<file path="config.mk">
export PLATFORM = sky130hd
export DESIGN_NAME = dsg_top
export DESIGN_NICKNAME = d
export VERILOG_FILES = /design/src/logic/dsg_pkg.sv /design/src/logic/dsg_gate_if.sv /design/src/logic/dsg_gate_unit.sv /design/src/logic/dsg_top.sv
export SDC_FILE = /design/constraint.sdc
export NUM_CORES = 1
export LEC_CHECK = 0
export ABC_AREA = 0
export BUFFER_PORTS_ARGS = -buffer_cell sky130_fd_sc_hd__buf_2
export CAP_MARGIN = 20
export CORE_AREA = 2 2 90 92
export CTS_CLUSTER_DIAMETER = 80
export DETAILED_ROUTE_END_ITERATION = 10
export DIE_AREA = 0 0 92 94
export GPL_ROUTABILITY_DRIVEN = 1
export PLACE_DENSITY = 0.71
export SLEW_MARGIN = 20
export SYNTH_ARGS = -nofsm -noshare
export SYNTH_HDL_FRONTEND = slang
export SYNTH_HIERARCHICAL = 1
export SYNTH_SLANG_ARGS = --single-unit
export TNS_END_PERCENT = 1
</file>
<file path="constraint.sdc">
create_clock -name clk_i -period 1.5 [get_ports clk_i]
set_clock_uncertainty 0.15 [all_clocks]
set_input_delay 0.075 -clock clk_i [delete_from_list [all_inputs] [get_ports clk_i]]
set_output_delay 0.075 -clock clk_i [all_outputs]
set_load 0.02 [all_outputs]
</file>
<file path="src/logic/dsg_pkg.sv">
// Constants, register map and types for the deep-sleep clock gating block
package dsg_pkg;

  localparam int unsigned DSG_DATA_W    = 32;
  localparam int unsigned DSG_NUM_UNITS = 5;

  // Unit index order used on every per-unit vector
  localparam int unsigned DSG_U_WDT   = 0;
  localparam int unsigned DSG_U_HIB   = 1;
  localparam int unsigned DSG_U_PWM   = 2;
  localparam int unsigned DSG_U_CAN_A = 3;
  localparam int unsigned DSG_U_CAN_B = 4;

  // Field positions of the per-unit enables
  localparam int unsigned DSG_BIT_WDT   = 3;
  localparam int unsigned DSG_BIT_HIB   = 6;
  localparam int unsigned DSG_BIT_PWM   = 20;
  localparam int unsigned DSG_BIT_CAN_A = 24;
  localparam int unsigned DSG_BIT_CAN_B = 25;

  localparam int unsigned DSG_UNIT_BIT [DSG_NUM_UNITS] = '{
    DSG_BIT_WDT, DSG_BIT_HIB, DSG_BIT_PWM, DSG_BIT_CAN_A, DSG_BIT_CAN_B
  };

  // Register byte offsets
  localparam logic [31:0] DSG_OFF_DS_EN    = 32'h0000_0120;
  localparam logic [31:0] DSG_OFF_GATES    = 32'h0000_0124;
  localparam logic [31:0] DSG_OFF_INT_STAT = 32'h0000_0128;
  localparam logic [31:0] DSG_OFF_INT_MASK = 32'h0000_012c;

  // Reset value and writable bits of the deep-sleep enables
  localparam logic [31:0] DSG_DS_EN_RESET   = 32'h0000_0040;
  localparam logic [31:0] DSG_DS_EN_RW_MASK = 32'h0310_0048;

  localparam logic [DSG_NUM_UNITS-1:0] DSG_UNITS_ZERO = 5'h00;

  localparam logic [1:0] DSG_RESP_OKAY   = 2'h0;
  localparam logic [1:0] DSG_RESP_SLVERR = 2'h2;

  typedef enum logic [1:0] {
    DSG_MODE_RUN,
    DSG_MODE_SLEEP,
    DSG_MODE_DEEP
  } dsg_mode_t;

endpackage : dsg_pkg

</file>
<file path="src/logic/dsg_gate_if.sv">
// Per-unit gate request and gate state between controller and gate stage
`timescale 1ns/1ps
`default_nettype none
interface dsg_gate_if #(
  parameter int unsigned N = 5
);
  logic [N-1:0] src_en;
  logic [N-1:0] access;
  logic [N-1:0] gate_en;
  logic [N-1:0] fault;

  modport unit (
    input  src_en,
    input  access,
    output gate_en,
    output fault
  );

  modport ctrl (
    output src_en,
    output access,
    input  gate_en,
    input  fault
  );
endinterface : dsg_gate_if
`default_nettype wire

</file>
<file path="src/logic/dsg_gate_unit.sv">
// Per-unit clock enable flops and bus fault detection
`timescale 1ns/1ps
`default_nettype none
module dsg_gate_unit #(
  parameter int unsigned N = 5
) (
  input  wire logic clk_i,
  input  wire logic rst_n_i,
  dsg_gate_if.unit  gate
);

  genvar k;
  generate
    for (k = 0; k < N; k++) begin : g_unit
      logic en_q;
      logic fault_q;
      // Fault judged against the gate actually applied, not the request
      wire  fault_d = gate.access[k] & ~en_q;

      always_ff @(posedge clk_i) begin
        if (!rst_n_i) begin
          en_q    <= 1'b0;
          fault_q <= 1'b0;
        end else begin
          en_q    <= gate.src_en[k];
          fault_q <= fault_d;
        end
      end

      assign gate.gate_en[k] = en_q;
      assign gate.fault[k]   = fault_q;
    end
  endgenerate

endmodule : dsg_gate_unit
`default_nettype wire

</file>
<file path="src/logic/dsg_top.sv">
// Deep-sleep unit clock gating register with AXI4-Lite access
`timescale 1ns/1ps
`default_nettype none
module dsg_top #(
  parameter int unsigned ADDR_W = 12
) (
  input  wire logic              clk_i,
  input  wire logic              rst_n_i,
  // Power state and the other gating sets
  input  wire logic              deep_sleep_i,
  input  wire logic              sleep_i,
  input  wire logic              auto_gating_select_i,
  input  wire logic [31:0]       run_mode_unit_clock_enables_i,
  input  wire logic [31:0]       sleep_mode_unit_clock_enables_i,
  // Per-unit access requests and gate results
  input  wire logic [4:0]        unit_access_i,
  output logic      [4:0]        unit_clk_en_o,
  output logic      [4:0]        unit_fault_o,
  output logic                   irq_o,
  // AXI4-Lite slave
  input  wire logic [ADDR_W-1:0] s_axi_awaddr_i,
  input  wire logic              s_axi_awvalid_i,
  output logic                   s_axi_awready_o,
  input  wire logic [31:0]       s_axi_wdata_i,
  input  wire logic [3:0]        s_axi_wstrb_i,
  input  wire logic              s_axi_wvalid_i,
  output logic                   s_axi_wready_o,
  output logic      [1:0]        s_axi_bresp_o,
  output logic                   s_axi_bvalid_o,
  input  wire logic              s_axi_bready_i,
  input  wire logic [ADDR_W-1:0] s_axi_araddr_i,
  input  wire logic              s_axi_arvalid_i,
  output logic                   s_axi_arready_o,
  output logic      [31:0]       s_axi_rdata_o,
  output logic      [1:0]        s_axi_rresp_o,
  output logic                   s_axi_rvalid_o,
  input  wire logic              s_axi_rready_i
);

  localparam int unsigned NU = dsg_pkg::DSG_NUM_UNITS;

  // Highest register offset needs nine address bits
  generate
    if (ADDR_W < 9 || ADDR_W > 32) begin : g_bad_addr_w
      $error("ADDR_W must lie between 9 and 32");
    end
  endgenerate

  // Register state
  logic [31:0]   ds_en_q;
  logic [31:0]   ds_en_d;
  logic [NU-1:0] int_stat_q;
  logic [NU-1:0] int_stat_d;
  logic [NU-1:0] int_mask_q;
  logic [NU-1:0] int_mask_d;
  logic          irq_q;

  // Write channel state
  logic              aw_have_q;
  logic              aw_have_d;
  logic              w_have_q;
  logic              w_have_d;
  logic [ADDR_W-1:0] aw_addr_q;
  logic [31:0]       w_data_q;
  logic [3:0]        w_strb_q;
  logic              awready_q;
  logic              wready_q;
  logic              bvalid_q;
  logic              bvalid_d;
  logic [1:0]        bresp_q;

  // Read channel state
  logic        arready_q;
  logic        rvalid_q;
  logic        rvalid_d;
  logic [31:0] rdata_q;
  logic [1:0]  rresp_q;

  // Handshakes
  wire aw_hs = s_axi_awvalid_i & awready_q;
  wire w_hs  = s_axi_wvalid_i & wready_q;
  wire ar_hs = s_axi_arvalid_i & arready_q;
  // Write commits once both halves are held
  wire wr_do = aw_have_q & w_have_q;

  assign aw_have_d = (aw_have_q | aw_hs) & ~wr_do;
  assign w_have_d  = (w_have_q | w_hs) & ~wr_do;
  assign bvalid_d  = wr_do | (bvalid_q & ~s_axi_bready_i);
  assign rvalid_d  = ar_hs | (rvalid_q & ~s_axi_rready_i);

  // Write address decode
  wire [31:0] wa32      = 32'(aw_addr_q);
  wire        wa_ds_en  = wa32 == dsg_pkg::DSG_OFF_DS_EN;
  wire        wa_gates  = wa32 == dsg_pkg::DSG_OFF_GATES;
  wire        wa_stat   = wa32 == dsg_pkg::DSG_OFF_INT_STAT;
  wire        wa_mask   = wa32 == dsg_pkg::DSG_OFF_INT_MASK;
  wire        wa_hit    = wa_ds_en | wa_gates | wa_stat | wa_mask;

  // Read address decode
  wire [31:0] ra32      = 32'(s_axi_araddr_i);
  wire        ra_ds_en  = ra32 == dsg_pkg::DSG_OFF_DS_EN;
  wire        ra_gates  = ra32 == dsg_pkg::DSG_OFF_GATES;
  wire        ra_stat   = ra32 == dsg_pkg::DSG_OFF_INT_STAT;
  wire        ra_mask   = ra32 == dsg_pkg::DSG_OFF_INT_MASK;
  wire        ra_hit    = ra_ds_en | ra_gates | ra_stat | ra_mask;

  // Byte-lane expansion of the write strobes
  logic [31:0] wmask;
  always_comb begin
    for (int b = 0; b < 4; b++) begin
      wmask[b*8 +: 8] = {8{w_strb_q[b]}};
    end
  end

  // Reserved bits never take a write and always read zero
  wire [31:0] ds_en_wr = (ds_en_q & ~wmask) | (w_data_q & wmask);
  assign ds_en_d = (wr_do & wa_ds_en)
                 ? (ds_en_wr & dsg_pkg::DSG_DS_EN_RW_MASK)
                 : ds_en_q;

  // Unit view of the three gating sets
  logic [NU-1:0] ds_units;
  logic [NU-1:0] run_units;
  logic [NU-1:0] slp_units;
  logic [NU-1:0] wstat_units;
  logic [NU-1:0] wdata_units;
  logic [NU-1:0] wmask_units;
  logic [NU-1:0] unit_clk_en_q_w;
  logic [31:0]   gates_word;
  logic [31:0]   stat_word;
  logic [31:0]   mask_word;

  genvar u;
  generate
    for (u = 0; u < NU; u++) begin : g_map
      localparam int unsigned P = dsg_pkg::DSG_UNIT_BIT[u];
      assign ds_units[u]    = ds_en_q[P];
      assign run_units[u]   = run_mode_unit_clock_enables_i[P];
      assign slp_units[u]   = sleep_mode_unit_clock_enables_i[P];
      assign wdata_units[u] = w_data_q[P] & wmask[P];
    end
  endgenerate

  // Status and mask use the unit layout in the same positions
  always_comb begin
    gates_word = '0;
    stat_word  = '0;
    mask_word  = '0;
    for (int i = 0; i < NU; i++) begin
      gates_word[dsg_pkg::DSG_UNIT_BIT[i]] = unit_clk_en_q_w[i];
      stat_word[dsg_pkg::DSG_UNIT_BIT[i]]  = int_stat_q[i];
      mask_word[dsg_pkg::DSG_UNIT_BIT[i]]  = int_mask_q[i];
    end
  end

  // Power state decode; the deep-sleep set only counts with auto gating
  dsg_pkg::dsg_mode_t mode;
  assign mode = (deep_sleep_i & auto_gating_select_i)
              ? dsg_pkg::DSG_MODE_DEEP
              : ((sleep_i & auto_gating_select_i)
                 ? dsg_pkg::DSG_MODE_SLEEP
                 : dsg_pkg::DSG_MODE_RUN);

  logic [NU-1:0] sel_units;
  always_comb begin
    case (mode)
      dsg_pkg::DSG_MODE_DEEP:  sel_units = ds_units;
      dsg_pkg::DSG_MODE_SLEEP: sel_units = slp_units;
      dsg_pkg::DSG_MODE_RUN:   sel_units = run_units;
      default:                 sel_units = run_units;
    endcase
  end

  // Gate stage
  dsg_gate_if #(.N(NU)) gate_bus ();

  assign gate_bus.src_en = sel_units;
  assign gate_bus.access = unit_access_i;

  dsg_gate_unit #(
    .N (NU)
  ) u_gate (
    .clk_i   (clk_i),
    .rst_n_i (rst_n_i),
    .gate    (gate_bus)
  );

  // Applied enables trail the selection by one edge
  assign unit_clk_en_q_w = gate_bus.gate_en;

  // Fault events are sticky; a set in the clearing cycle survives
  assign wstat_units = (wr_do & wa_stat) ? wdata_units
                                         : dsg_pkg::DSG_UNITS_ZERO;
  assign int_stat_d  = (int_stat_q & ~wstat_units) | gate_bus.fault;
  assign int_mask_d  = (wr_do & wa_mask)
                     ? ((int_mask_q & ~wmask_units) | wdata_units)
                     : int_mask_q;

  // Strobe lanes seen at the unit bit positions
  generate
    for (u = 0; u < NU; u++) begin : g_wm
      assign wmask_units[u] = wmask[dsg_pkg::DSG_UNIT_BIT[u]];
    end
  endgenerate

  // Read data selection
  wire [31:0] rd_word = ra_ds_en ? ds_en_q
                      : ra_gates ? gates_word
                      : ra_stat  ? stat_word
                      : ra_mask  ? mask_word
                      : 32'h0000_0000;

  // Irq comes from flops, one edge behind status, so it never glitches
  // Register file
  always_ff @(posedge clk_i) begin
    if (!rst_n_i) begin
      ds_en_q    <= dsg_pkg::DSG_DS_EN_RESET;
      int_stat_q <= dsg_pkg::DSG_UNITS_ZERO;
      int_mask_q <= dsg_pkg::DSG_UNITS_ZERO;
      irq_q      <= 1'b0;
    end else begin
      ds_en_q    <= ds_en_d;
      int_stat_q <= int_stat_d;
      int_mask_q <= int_mask_d;
      irq_q      <= |(int_stat_q & int_mask_q);
    end
  end

  // Write channels
  always_ff @(posedge clk_i) begin
    if (!rst_n_i) begin
      aw_have_q <= 1'b0;
      w_have_q  <= 1'b0;
      awready_q <= 1'b0;
      wready_q  <= 1'b0;
      bvalid_q  <= 1'b0;
      bresp_q   <= dsg_pkg::DSG_RESP_OKAY;
      aw_addr_q <= '0;
      w_data_q  <= 32'h0000_0000;
      w_strb_q  <= 4'h0;
    end else begin
      aw_have_q <= aw_have_d;
      w_have_q  <= w_have_d;
      awready_q <= ~aw_have_d & ~bvalid_d;
      wready_q  <= ~w_have_d & ~bvalid_d;
      bvalid_q  <= bvalid_d;
      if (aw_hs) begin
        aw_addr_q <= s_axi_awaddr_i;
      end
      if (w_hs) begin
        w_data_q <= s_axi_wdata_i;
        w_strb_q <= s_axi_wstrb_i;
      end
      if (wr_do) begin
        bresp_q <= wa_hit ? dsg_pkg::DSG_RESP_OKAY
                          : dsg_pkg::DSG_RESP_SLVERR;
      end
    end
  end

  // Read channel; one read in flight keeps the data register simple
  always_ff @(posedge clk_i) begin
    if (!rst_n_i) begin
      arready_q <= 1'b0;
      rvalid_q  <= 1'b0;
      rdata_q   <= 32'h0000_0000;
      rresp_q   <= dsg_pkg::DSG_RESP_OKAY;
    end else begin
      arready_q <= ~rvalid_d;
      rvalid_q  <= rvalid_d;
      if (ar_hs) begin
        rdata_q <= rd_word;
        rresp_q <= ra_hit ? dsg_pkg::DSG_RESP_OKAY
                          : dsg_pkg::DSG_RESP_SLVERR;
      end
    end
  end

  assign unit_clk_en_o   = unit_clk_en_q_w;
  assign unit_fault_o    = gate_bus.fault;
  assign irq_o           = irq_q;
  assign s_axi_awready_o = awready_q;
  assign s_axi_wready_o  = wready_q;
  assign s_axi_bvalid_o  = bvalid_q;
  assign s_axi_bresp_o   = bresp_q;
  assign s_axi_arready_o = arready_q;
  assign s_axi_rvalid_o  = rvalid_q;
  assign s_axi_rdata_o   = rdata_q;
  assign s_axi_rresp_o   = rresp_q;

endmodule : dsg_top
`default_nettype wire

</file>
==> reports/summary.log, run 1 <==
qor: outcome.outcome completed
qor: pwr.power.total 3.70 mW
qor: sta.post-route-period-util 99.7%
qor: sta.max_slew_margin 60.9%
qor: synthesis.synth-compound-area-share 12.8%
qor: synthesis.synth-async-reset-ratio 0%
qor: worst_setup_path.critPathKind in -> reg
qor: worst_setup_path.cp_cell_sequence dlygate4sd3_1, buf_2, nor2_2, or4b_4, nor2_1, o21ai_1
qor: clock_network.cts_tree done
qor: global_routing.initial_antenna_violation_count 0
qor: worst_setup_path.worstSetupEndpointType flop
qor: floorplan.floorplan.die.width 92 um
qor: final_layout.final_net_count 583
qor: detailed_routing.routedWlPerCell 12.7 um
qor: detailed_routing.drt_first_iter_violations 127
qor: floorplan.floorplan.die.height 94 um
qor: worst_setup_path.crit_path_top_delay_cell dlygate4sd3_1
qor: worst_setup_path.crit_start s_axi_araddr_i[2]
qor: synthesis.synthesized_netlist_cell_count 323
qor: synthesis.synth_fa_ha_area_share 0%
qor: final_layout.multi_input_area 1420 um^2
qor: detailed_routing.detailedRoute.firstPassIterationCount 4
qor: synthesis.yosysSeqAreaShare 42.4%
qor: synthesis.synth.lib_cells_used.distinct 33
qor: worst_setup_path.cp_max_fo 7
qor: detailed_routing.drt.antenna.violating_nets 0
qor: worst_setup_path.crit_path_max_incr_delay 520 ps
qor: final_layout.n_antenna_cell 0
qor: clock_network.post-cts-setup-buffers 0
qor: pwr.powerDensity 959 nW/um^2
qor: synthesis.syn_area 2840 um^2
qor: worst_setup_path.cp.depth 6
qor: synthesis.parity_gate_share_of_the_synthesized_area_counting_xor_and_xnor_cells 0%
qor: worst_hold_path.timing.hold.worst.class in -> reg
qor: sta.timing_max_transition_violations_final 0
qor: worst_setup_path.worst-path-buf-inv 2
qor: sta.fmaxAchievable 669 MHz
qor: synthesis.synth_seq_cells 60
qor: pwr.peakVddDrop 0.000448 V
qor: global_routing.pin_count_of_the_biggest_net_entering_global_routing 47
qor: synthesis.yosysMostFrequentCell nand2_1
qor: floorplan.initial_utilization 37.3%
qor: worst_setup_path.worstSetupStartpointType input pin
qor: detailed_routing.vias 2551
qor: worst_hold_path.worstHoldStart sleep_mode_unit_clock_enables_i[3]
qor: worst_setup_path.reg2reg_depth 5
qor: final_layout.flow.area_growth_from_synthesis 36.2%
qor: sta.finalSetupViolations 0
qor: clock_network.max-clock-path-buffers 2
qor: synthesis.synth_top_cells_by_count 74 x nand2_1, 60 x dfxtp_1, 39 x buf_4
qor: worst_hold_path.timing.hold.worst_endpoint u_gate/g_unit[0].en_q
qor: global_routing.grt_overflow 0
qor: floorplan.design.portCount 191
qor: synthesis.syn-mean-instance-area 8.78 um^2
qor: clock_network.clock_sink_count 60
qor: floorplan.core_area 7610 um^2
qor: synthesis.synth_enable_flop_cells 0
qor: synthesis.yosys-top-cells-area dfxtp_1 42%, buf_4 10%, nand2_1 9.8%
qor: synthesis.yosysWarnings 6
qor: global_routing.first_global_vias 2483
qor: final_layout.final_layout_size_suffix_gt1_share 27.6%
qor: floorplan.design.die.area 8650 um^2
qor: worst_setup_path.r2r_start aw_addr_q[9]
qor: worst_setup_path.crit_family simple AND/OR/NAND/NOR gates
qor: final_layout.seqCellArea 1200 um^2
qor: worst_setup_path.crit_required 1580 ps
qor: detailed_routing.drcViolationCount 0
qor: clock_network.clk-insertion-delay-late 350 ps
qor: clock_network.cts_root_buf clkbuf_8
qor: floorplan.placement_rows 32
qor: detailed_routing.wl 6.98 mm
qor: clock_network.cts-htree-levels 3
qor: worst_hold_path.timing.hold.worst_path_depth 5
qor: run.cap_violations 0
qor: worst_setup_path.r2r_setup_slack 10 ps
qor: placed_design.place_congestion 0.875
qor: synthesis.synthDominantAreaCellType dfxtp_1
qor: placed_design.detailedPlacementHpwl 5.01 mm
qor: sta.tightestPinTransition 581 ps
qor: sta.min_period 1500 ps
qor: synthesis.synth_top_family_by_area simple AND/OR/NAND/NOR gates
qor: sta.final_hold_viol_count 0
qor: pwr.static-leakage-power 1.79 nW
qor: final_layout.fillerInstances 704
qor: synthesis.synth-simple-area-share 26.8%
qor: detailed_routing.drt-vias-per-instance 4.63
qor: placed_design.io_buffer_count 79
qor: global_routing.grt_pass1_wl 11.2 mm
qor: synthesis.postSynth.topFlopCell dfxtp_1
qor: sta.fin_setup_tns 0 ps
qor: sta.grt_setup_unrepaired true
qor: global_routing.grt_usage 16.8%
qor: synthesis.synthDominantCellAreaShare 42.4%
qor: worst_setup_path.crit_arrival 1580 ps
qor: clock_network.path_clk_slew 60 ps
qor: synthesis.post_synth_mux_area_share 6.00%
qor: clock_network.cts_inserted_buffers 9
stage by stage:
stage | hold slack, ps | worst slack, ps | cells | cell area, um^2 | utilization (%)
3_5_place_dp | 167 | -272 | 495 | 3230 | 42.4
2_1_floorplan | 61.2 | -94.8 | 351 | 2940 | -
3_3_place_gp | 162 | -203 | 495 | 3230 | 42.4
5_1_grt | 70.9 | -109 | 551 | 3860 | 50.8
4_1_cts | 26.6 | -16.0 | 551 | 3840 | 50.5
6_report | 36.5 | 4.21 | 551 | 3860 | 50.8
where the power goes:
part,internal [mW],switching [mW],leakage (nW)
logic,0.250,0.269,1.20
clock network,0.858,0.604,0.0959
registers,1.66,0.0564,0.491
cell usage in the layout, fill, tap and decap left out, drive strengths merged, types with 7 or more instances in the layout:
master and n:
nor2b 7, buf 91, dfxtp 60, conb 29
nand2 74, a21boi 23, dlygate4sd3 40, mux2i 17
o21ai 11, clkbuf 13, nor2 12, a21oi 7
and2 10
final cells by class:
| cell class | count | share of cell area (%) |
|---|---|---|
| clock buffer | 13 | 4.12 |
| clock inverter | 3 | 1.17 |
| multi-input combinational | 242 | 36.8 |
| sequential | 60 | 31.2 |
| tap | 102 | 3.31 |
| timing repair buffer | 131 | 23.4 |
timing repair:
item / in CTS / in global routing
pin swaps: 2 / 1
gates cloned: 0 / 0
gates resized for setup: 3 / 9
hold buffers: 40 / 0
hold endpoints to repair: 41 / 0
endpoints found under the setup margin: 14 / 22
worst register-to-register path, cell delays in order, from the launching register on:
cell,delay (ps)
dfxtp_2,340
nor4_4,280
buf_4,170
nand4_1,180
mux2i_1,210
nand2_1,60
worst max path at each step:
stage,end,slack (ps)
2_1_floorplan,s_axi_rdata_o[20],-90
4_1_cts,flop,-20
6_report,s_axi_rdata_o[24],4
5_1_grt,flop,-110
3_3_place_gp,s_axi_rdata_o[6],-200
3_5_place_dp,s_axi_rdata_o[24],-270
logic make-up (layout without fill, tap and decap cells):
kind of cell,count (synthesis),after routing
simple gates,143,143
flops,60,60
compound gates,53,53
buf+inv,49,147
mux,17,17
other cells,1,29
per-layer routing:
metal | share of wire (%) | track usage (%) | vias up
met5 | 0 | 0 | -
met4 | 2.4 | 8.33 | 0
met3 | 6.0 | 4.25 | 15
met2 | 49 | 28.4 | 87
met1 | 43 | 20.0 | 1173
li1 | - | - | 1276
No activity file was read; power rests on OpenSTA's default activity.
==> inputs of run 2 (changes only) <==
- CORE_AREA: 2 2 90 92 -> 2 2 126 67
- DIE_AREA: 0 0 92 94 -> 0 0 128 69
- SETUP_SLACK_MARGIN: not set -> 0.05
==> reports/summary.log, run 2 (synthesis results as in run 1) <==
qor: floorplan.core_area 7710 um^2
qor: worst_setup_path.crit_start aw_addr_q[6]
qor: outcome.failed_checks negative setup slack
qor: final_layout.flow.area_growth_from_synthesis 38.1%
qor: global_routing.first_global_vias 2387
qor: floorplan.floorplan.die.height 69 um
qor: clock_network.clk-insertion-delay-late 330 ps
qor: placed_design.io_buffer_count 79
qor: floorplan.initial_utilization 36.8%
qor: final_layout.layout.cells.most_common buf_2
qor: pwr.powerDensity 1120 nW/um^2
qor: detailed_routing.drcViolationCount 0
qor: worst_hold_path.timing.hold.worst_path_depth 3
qor: global_routing.grt_overflow 0
qor: clock_network.clock_sink_count 60
qor: pwr.static-leakage-power 1.84 nW
qor: clock_network.max-clock-path-buffers 2
qor: sta.timing_max_transition_violations_final 0
qor: final_layout.n_antenna_cell 0
qor: worst_setup_path.reg2reg_depth 5
qor: sta.post-route-period-util 100%
qor: detailed_routing.wirelength_met1 3.59 mm
qor: final_layout.layout_common_cells 79 x buf_2, 73 x nand2_1, 58 x dfxtp_1, 35 x dlygate4sd3_1, 29 x conb_1
qor: sta.fmaxAchievable 666 MHz
qor: detailed_routing.vias 2559
qor: worst_setup_path.worstSetupEndpointType flop
qor: placed_design.place_congestion 0.803
qor: global_routing.grt_pass1_wl 11.5 mm
qor: clock_network.cts_tree done
qor: detailed_routing.detailedRoute.firstPassIterationCount 4
qor: floorplan.placement_rows 23
qor: worst_setup_path.worstSetupStartpointType flop
qor: global_routing.pin_count_of_the_biggest_net_entering_global_routing 42
qor: floorplan.design.die.area 8830 um^2
qor: sta.finalHoldWorstSlack 26.0 ps
qor: sta.grt_setup_unrepaired true
qor: clock_network.cts_inserted_buffers 9
qor: global_routing.initial_antenna_violation_count 0
qor: clock_network.post-cts-setup-buffers 0
qor: sta.fin_ws -1.21 ps
qor: worst_setup_path.r2r_start aw_addr_q[6]
qor: worst_setup_path.cp_max_fo 4
qor: outcome.outcome complete, but fails checks
qor: detailed_routing.routed.top_layer met4
qor: pwr.peakVddDrop 0.000504 V
qor: clock_network.cts-htree-levels 3
qor: run.cap_violations 0
qor: final_layout.final_layout_size_suffix_gt1_share 27.7%
qor: pwr.power.total 4.40 mW
qor: detailed_routing.drt_first_iter_violations 165
qor: worst_hold_path.timing.hold.worst.class in -> reg
qor: worst_setup_path.crit_arrival 1570 ps
qor: detailed_routing.met2RoutedLength 3.11 mm
qor: detailed_routing.drt-vias-per-instance 4.70
qor: clock_network.cts_root_buf clkbuf_16
qor: worst_setup_path.crit_required 1570 ps
qor: final_layout.final_cell_area 3920 um^2
qor: detailed_routing.wl 7.25 mm
qor: final_layout.final_net_count 578
qor: sta.max_slew_margin 49.7%
qor: clock_network.path_clk_slew 50 ps
qor: final_layout.postLayoutCoreUtil 50.8%
qor: worst_setup_path.critPathKind reg -> reg
qor: final_layout.fillerInstances 745
qor: detailed_routing.routed-wl-met3 447 um
qor: sta.finalSetupViolations 1
qor: placed_design.dpl.cell_count 492
qor: placed_design.placedInstanceArea 3210 um^2
qor: worst_hold_path.worstHoldStart auto_gating_select_i
qor: floorplan.floorplan.die.width 128 um
qor: detailed_routing.routedWlPerCell 13.3 um
qor: floorplan.design.portCount 191
qor: sta.min_period 1500 ps
qor: placed_design.detailedPlacementHpwl 5.13 mm
qor: global_routing.grt_usage 16.9%
qor: sta.tightestPinTransition 747 ps
qor: final_layout.post_layout_cell_count 544
qor: detailed_routing.drt.antenna.violating_nets 0
qor: sta.final_hold_viol_count 0
[run 2: through the flow]
step | setup TNS (ps) | setup WS [ps]
floorplan | -496 | -94.8
global placement | -1310 | -254
detailed placement | -1500 | -295
CTS | -4.55 | -4.55
global route | -561 | -68.8
finish | -1.21 | -1.21
[run 2: repair_timing]
| action | 4_1_cts | 5_1_grt |
|---|---|---|
| hold buffers | 36 | 0 |
| gates resized for setup | 4 | 5 |
| endpoints found under the hold margin | 39 | 0 |
| pin swaps | 1 | 2 |
| setup endpoints to repair | 12 | 21 |
| cloned | 0 | 0 |
[run 2: worst max-delay path, cell delays in order, from the launching register on]
cell and delay, ps:
dfxtp_1 300, and4bb_2 340, buf_4 140, nand4_1 180, mux2i_1 210, nor2b_1 70
[run 2: final timing paths]
check | endpoint | slack, ps
max reg2reg | flop | -1
max | flop | -1
min | u_gate/g_unit[0].en_q | 30
min reg2reg | s_axi_rdata_o[20] | 300
[run 2: final cells by class]
cell class | count | area (um^2) | share of cell area, %
tap | 100 | 125 | 3.20
sequential | 60 | 1200 | 30.7
timing repair buffer | 126 | 845 | 21.6
clock inverter | 3 | 42.5 | 1.09
multi-input combinational | 242 | 1420 | 36.2
clock buffer | 13 | 280 | 7.16
[run 2: power by group]
| part | internal (mW) | switching, mW | leakage, nW |
|---|---|---|---|
| clock network | 1.46 | 0.706 | 0.158 |
| logic | 0.237 | 0.274 | 1.19 |
| registers | 1.67 | 0.0566 | 0.491 |
[run 2: layer usage]
layer	vias up	global-route usage, %
li1	1271	-
met1	1195	22.7
met2	83	24.1
met3	10	6.99
met4	0	6.11
met5	-	0
==> inputs of run 3 (changes only) <==
- CELL_PAD_IN_SITES_DETAIL_PLACEMENT: not set -> 1
- CELL_PAD_IN_SITES_GLOBAL_PLACEMENT: not set -> 2
- CORE_AREA: 2 2 126 67 -> 2 2 164 86
- DIE_AREA: 0 0 128 69 -> 0 0 166 88
- PLACE_DENSITY: 0.71 -> 0.75
- clock period: 1.5 -> 1.58 ns (I/O delays scaled with it)
==> reports/summary.log, run 3 (synthesis results as in run 1) <==
qor: global_routing.grt_overflow 0
qor: worst_setup_path.reg2reg_depth 5
qor: outcome.outcome completed
qor: sta.fin_ws 101 ps
qor: floorplan.design.die.area 14600 um^2
qor: placed_design.detailedPlace.worstSlack -240 ps
qor: detailed_routing.routed.top_layer met4
qor: clock_network.path_clk_slew 60 ps
qor: sta.min_period 1480 ps
qor: final_layout.fillerInstances 1559
qor: detailed_routing.detailedRoute.firstPassIterationCount 4
qor: floorplan.placement_rows 30
qor: pwr.static-leakage-power 1.80 nW
qor: final_layout.flow.area_growth_from_synthesis 40.0%
qor: placed_design.io_buffer_count 79
qor: worst_setup_path.r2r_setup_slack 100 ps
qor: clock_network.cts_tree done
qor: detailed_routing.routedWlPerCell 13.8 um
qor: clock_network.clk-insertion-delay-late 340 ps
qor: worst_setup_path.crit_path_top_delay_cell dfxtp_2
qor: detailed_routing.wl 8.49 mm
qor: floorplan.floorplan.die.width 166 um
qor: detailed_routing.wirelength_met1 4.51 mm
qor: floorplan.design.portCount 191
qor: sta.timing_max_transition_violations_final 0
qor: detailed_routing.drcViolationCount 0
qor: worst_setup_path.worstSetupStartpointType flop
qor: detailed_routing.drt_first_iter_violations 85
qor: detailed_routing.drt-vias-per-instance 4.12
qor: detailed_routing.vias 2540
qor: sta.max_slew_margin 57.8%
qor: worst_hold_path.timing.hold.worst_path_depth 3
qor: worst_hold_path.timing.hold.worst_endpoint u_gate/g_unit[0].en_q
qor: pwr.powerDensity 1060 nW/um^2
qor: worst_setup_path.cp_max_fo 4
qor: sta.grt_setup_unrepaired true
qor: global_routing.initial_antenna_violation_count 0
qor: global_routing.grt_usage 12.1%
qor: final_layout.final_layout_size_suffix_gt1_share 27.0%
qor: worst_setup_path.worstSetupEndpointType flop
qor: clock_network.clock_sink_count 60
qor: worst_setup_path.r2r_start aw_addr_q[10]
qor: run.cap_violations 0
qor: detailed_routing.routed-wl-met3 425 um
qor: final_layout.final_net_count 574
qor: pwr.peakVddDrop 0.000432 V
qor: sta.tightestPinTransition 627 ps
qor: final_layout.n_antenna_cell 0
qor: global_routing.grt_pass1_wl 13.5 mm
qor: detailed_routing.met2RoutedLength 3.48 mm
qor: worst_setup_path.cp_cell_sequence nor4_4, buf_4, nand4_1, mux2i_1, nor2b_1
qor: final_layout.post_layout_cell_count 616
qor: final_layout.layout_common_cells 79 x buf_2, 74 x nand2_1, 57 x dfxtp_1, 34 x dlygate4sd3_1, 29 x conb_1
qor: worst_setup_path.critPathKind reg -> reg
qor: sta.final_hold_viol_count 0
qor: worst_setup_path.crit_arrival 1550 ps
qor: clock_network.cts-htree-levels 3
qor: worst_setup_path.crit_path_max_incr_delay 330 ps
qor: placed_design.detailedPlacementHpwl 6.36 mm
qor: placed_design.dpl.cell_count 566
qor: detailed_routing.drt.antenna.violating_nets 0
qor: floorplan.initial_utilization 21.5%
qor: floorplan.core_area 13200 um^2
qor: placed_design.place_congestion 0.695
qor: worst_hold_path.timing.hold.worst.class in -> reg
qor: global_routing.first_global_vias 2601
qor: clock_network.cts_root_buf clkbuf_16
qor: clock_network.max-clock-path-buffers 2
qor: global_routing.pin_count_of_the_biggest_net_entering_global_routing 57
qor: sta.fmaxAchievable 676 MHz
qor: floorplan.floorplan.die.height 88 um
qor: clock_network.cts_inserted_buffers 9
qor: worst_setup_path.crit_required 1650 ps
qor: final_layout.layout.cells.most_common buf_2
qor: sta.finalHoldWorstSlack 11.6 ps
qor: sta.post-route-period-util 93.6%
qor: pwr.power.total 4.22 mW
qor: sta.finalSetupViolations 0
qor: worst_hold_path.worstHoldStart auto_gating_select_i
## run 3: repair_timing
| item | CTS | global route |
|---|---|---|
| setup endpoints to repair | 15 | 15 |
| resized for setup | 3 | 2 |
| pin swaps | 1 | 1 |
| hold buffers | 34 | 0 |
| endpoints found under the hold margin | 34 | 0 |
| buffers inserted | 0 | 0 |
## run 3: worst max path at each step
| stage | startpoint | cells past startpoint | to | slack (ps) |
|---|---|---|---|---|
| floorplan | s_axi_araddr_i[7] | 4 | s_axi_rdata_o[20] | -20 |
| global placement | s_axi_araddr_i[7] | 5 | s_axi_rdata_o[25] | -180 |
| detailed placement | s_axi_araddr_i[7] | 5 | s_axi_rdata_o[25] | -240 |
| CTS | aw_addr_q[1] | 5 | flop | 50 |
| global route | aw_addr_q[10] | 5 | flop | -30 |
| finish | aw_addr_q[10] | 5 | flop | 100 |
## run 3: layout make-up
class                           count  area (um^2)  share of cell area [%]
Multi-Input combinational cell    242         1410                    35.5
Clock inverter                      6         88.8                    2.24
Sequential cell                    60         1200                    30.3
Timing Repair Buffer              122          816                    20.5
Clock buffer                       10          229                    5.77
Tap cell                          176          220                    5.55
## run 3: metrics by stage
step	utilization (%)	cell area [um^2]	setup TNS, ps
finish	30.1	3970	0
global route	30.1	3970	-114
CTS	30.1	3970	0
detailed placement	25.0	3300	-1430
global placement	25.0	3300	-1240
floorplan	-	2940	-94.2
## run 3: metal layers
layer | global-route usage, % | vias to the layer above
li1 | - | 1267
met1 | 17.0 | 1208
met2 | 17.5 | 57
met3 | 4.07 | 8
met4 | 3.87 | 0
met5 | 0 | -
## run 3: report_power, final
part / switching (mW) / leakage [nW] / internal [mW]
clock network: 0.714 / 0.149 / 1.38
registers: 0.0591 / 0.491 / 1.58
logic: 0.265 / 1.16 / 0.223
total: 1.04 / 1.80 / 3.18
## run 3: worst max-delay path: cells and delay by family (launching register included)
kind | cells | cell delay (ps)
and+or+nand+nor | 3 | 520
DFF | 1 | 330
buffers and inverters | 1 | 170
muxes | 1 | 200
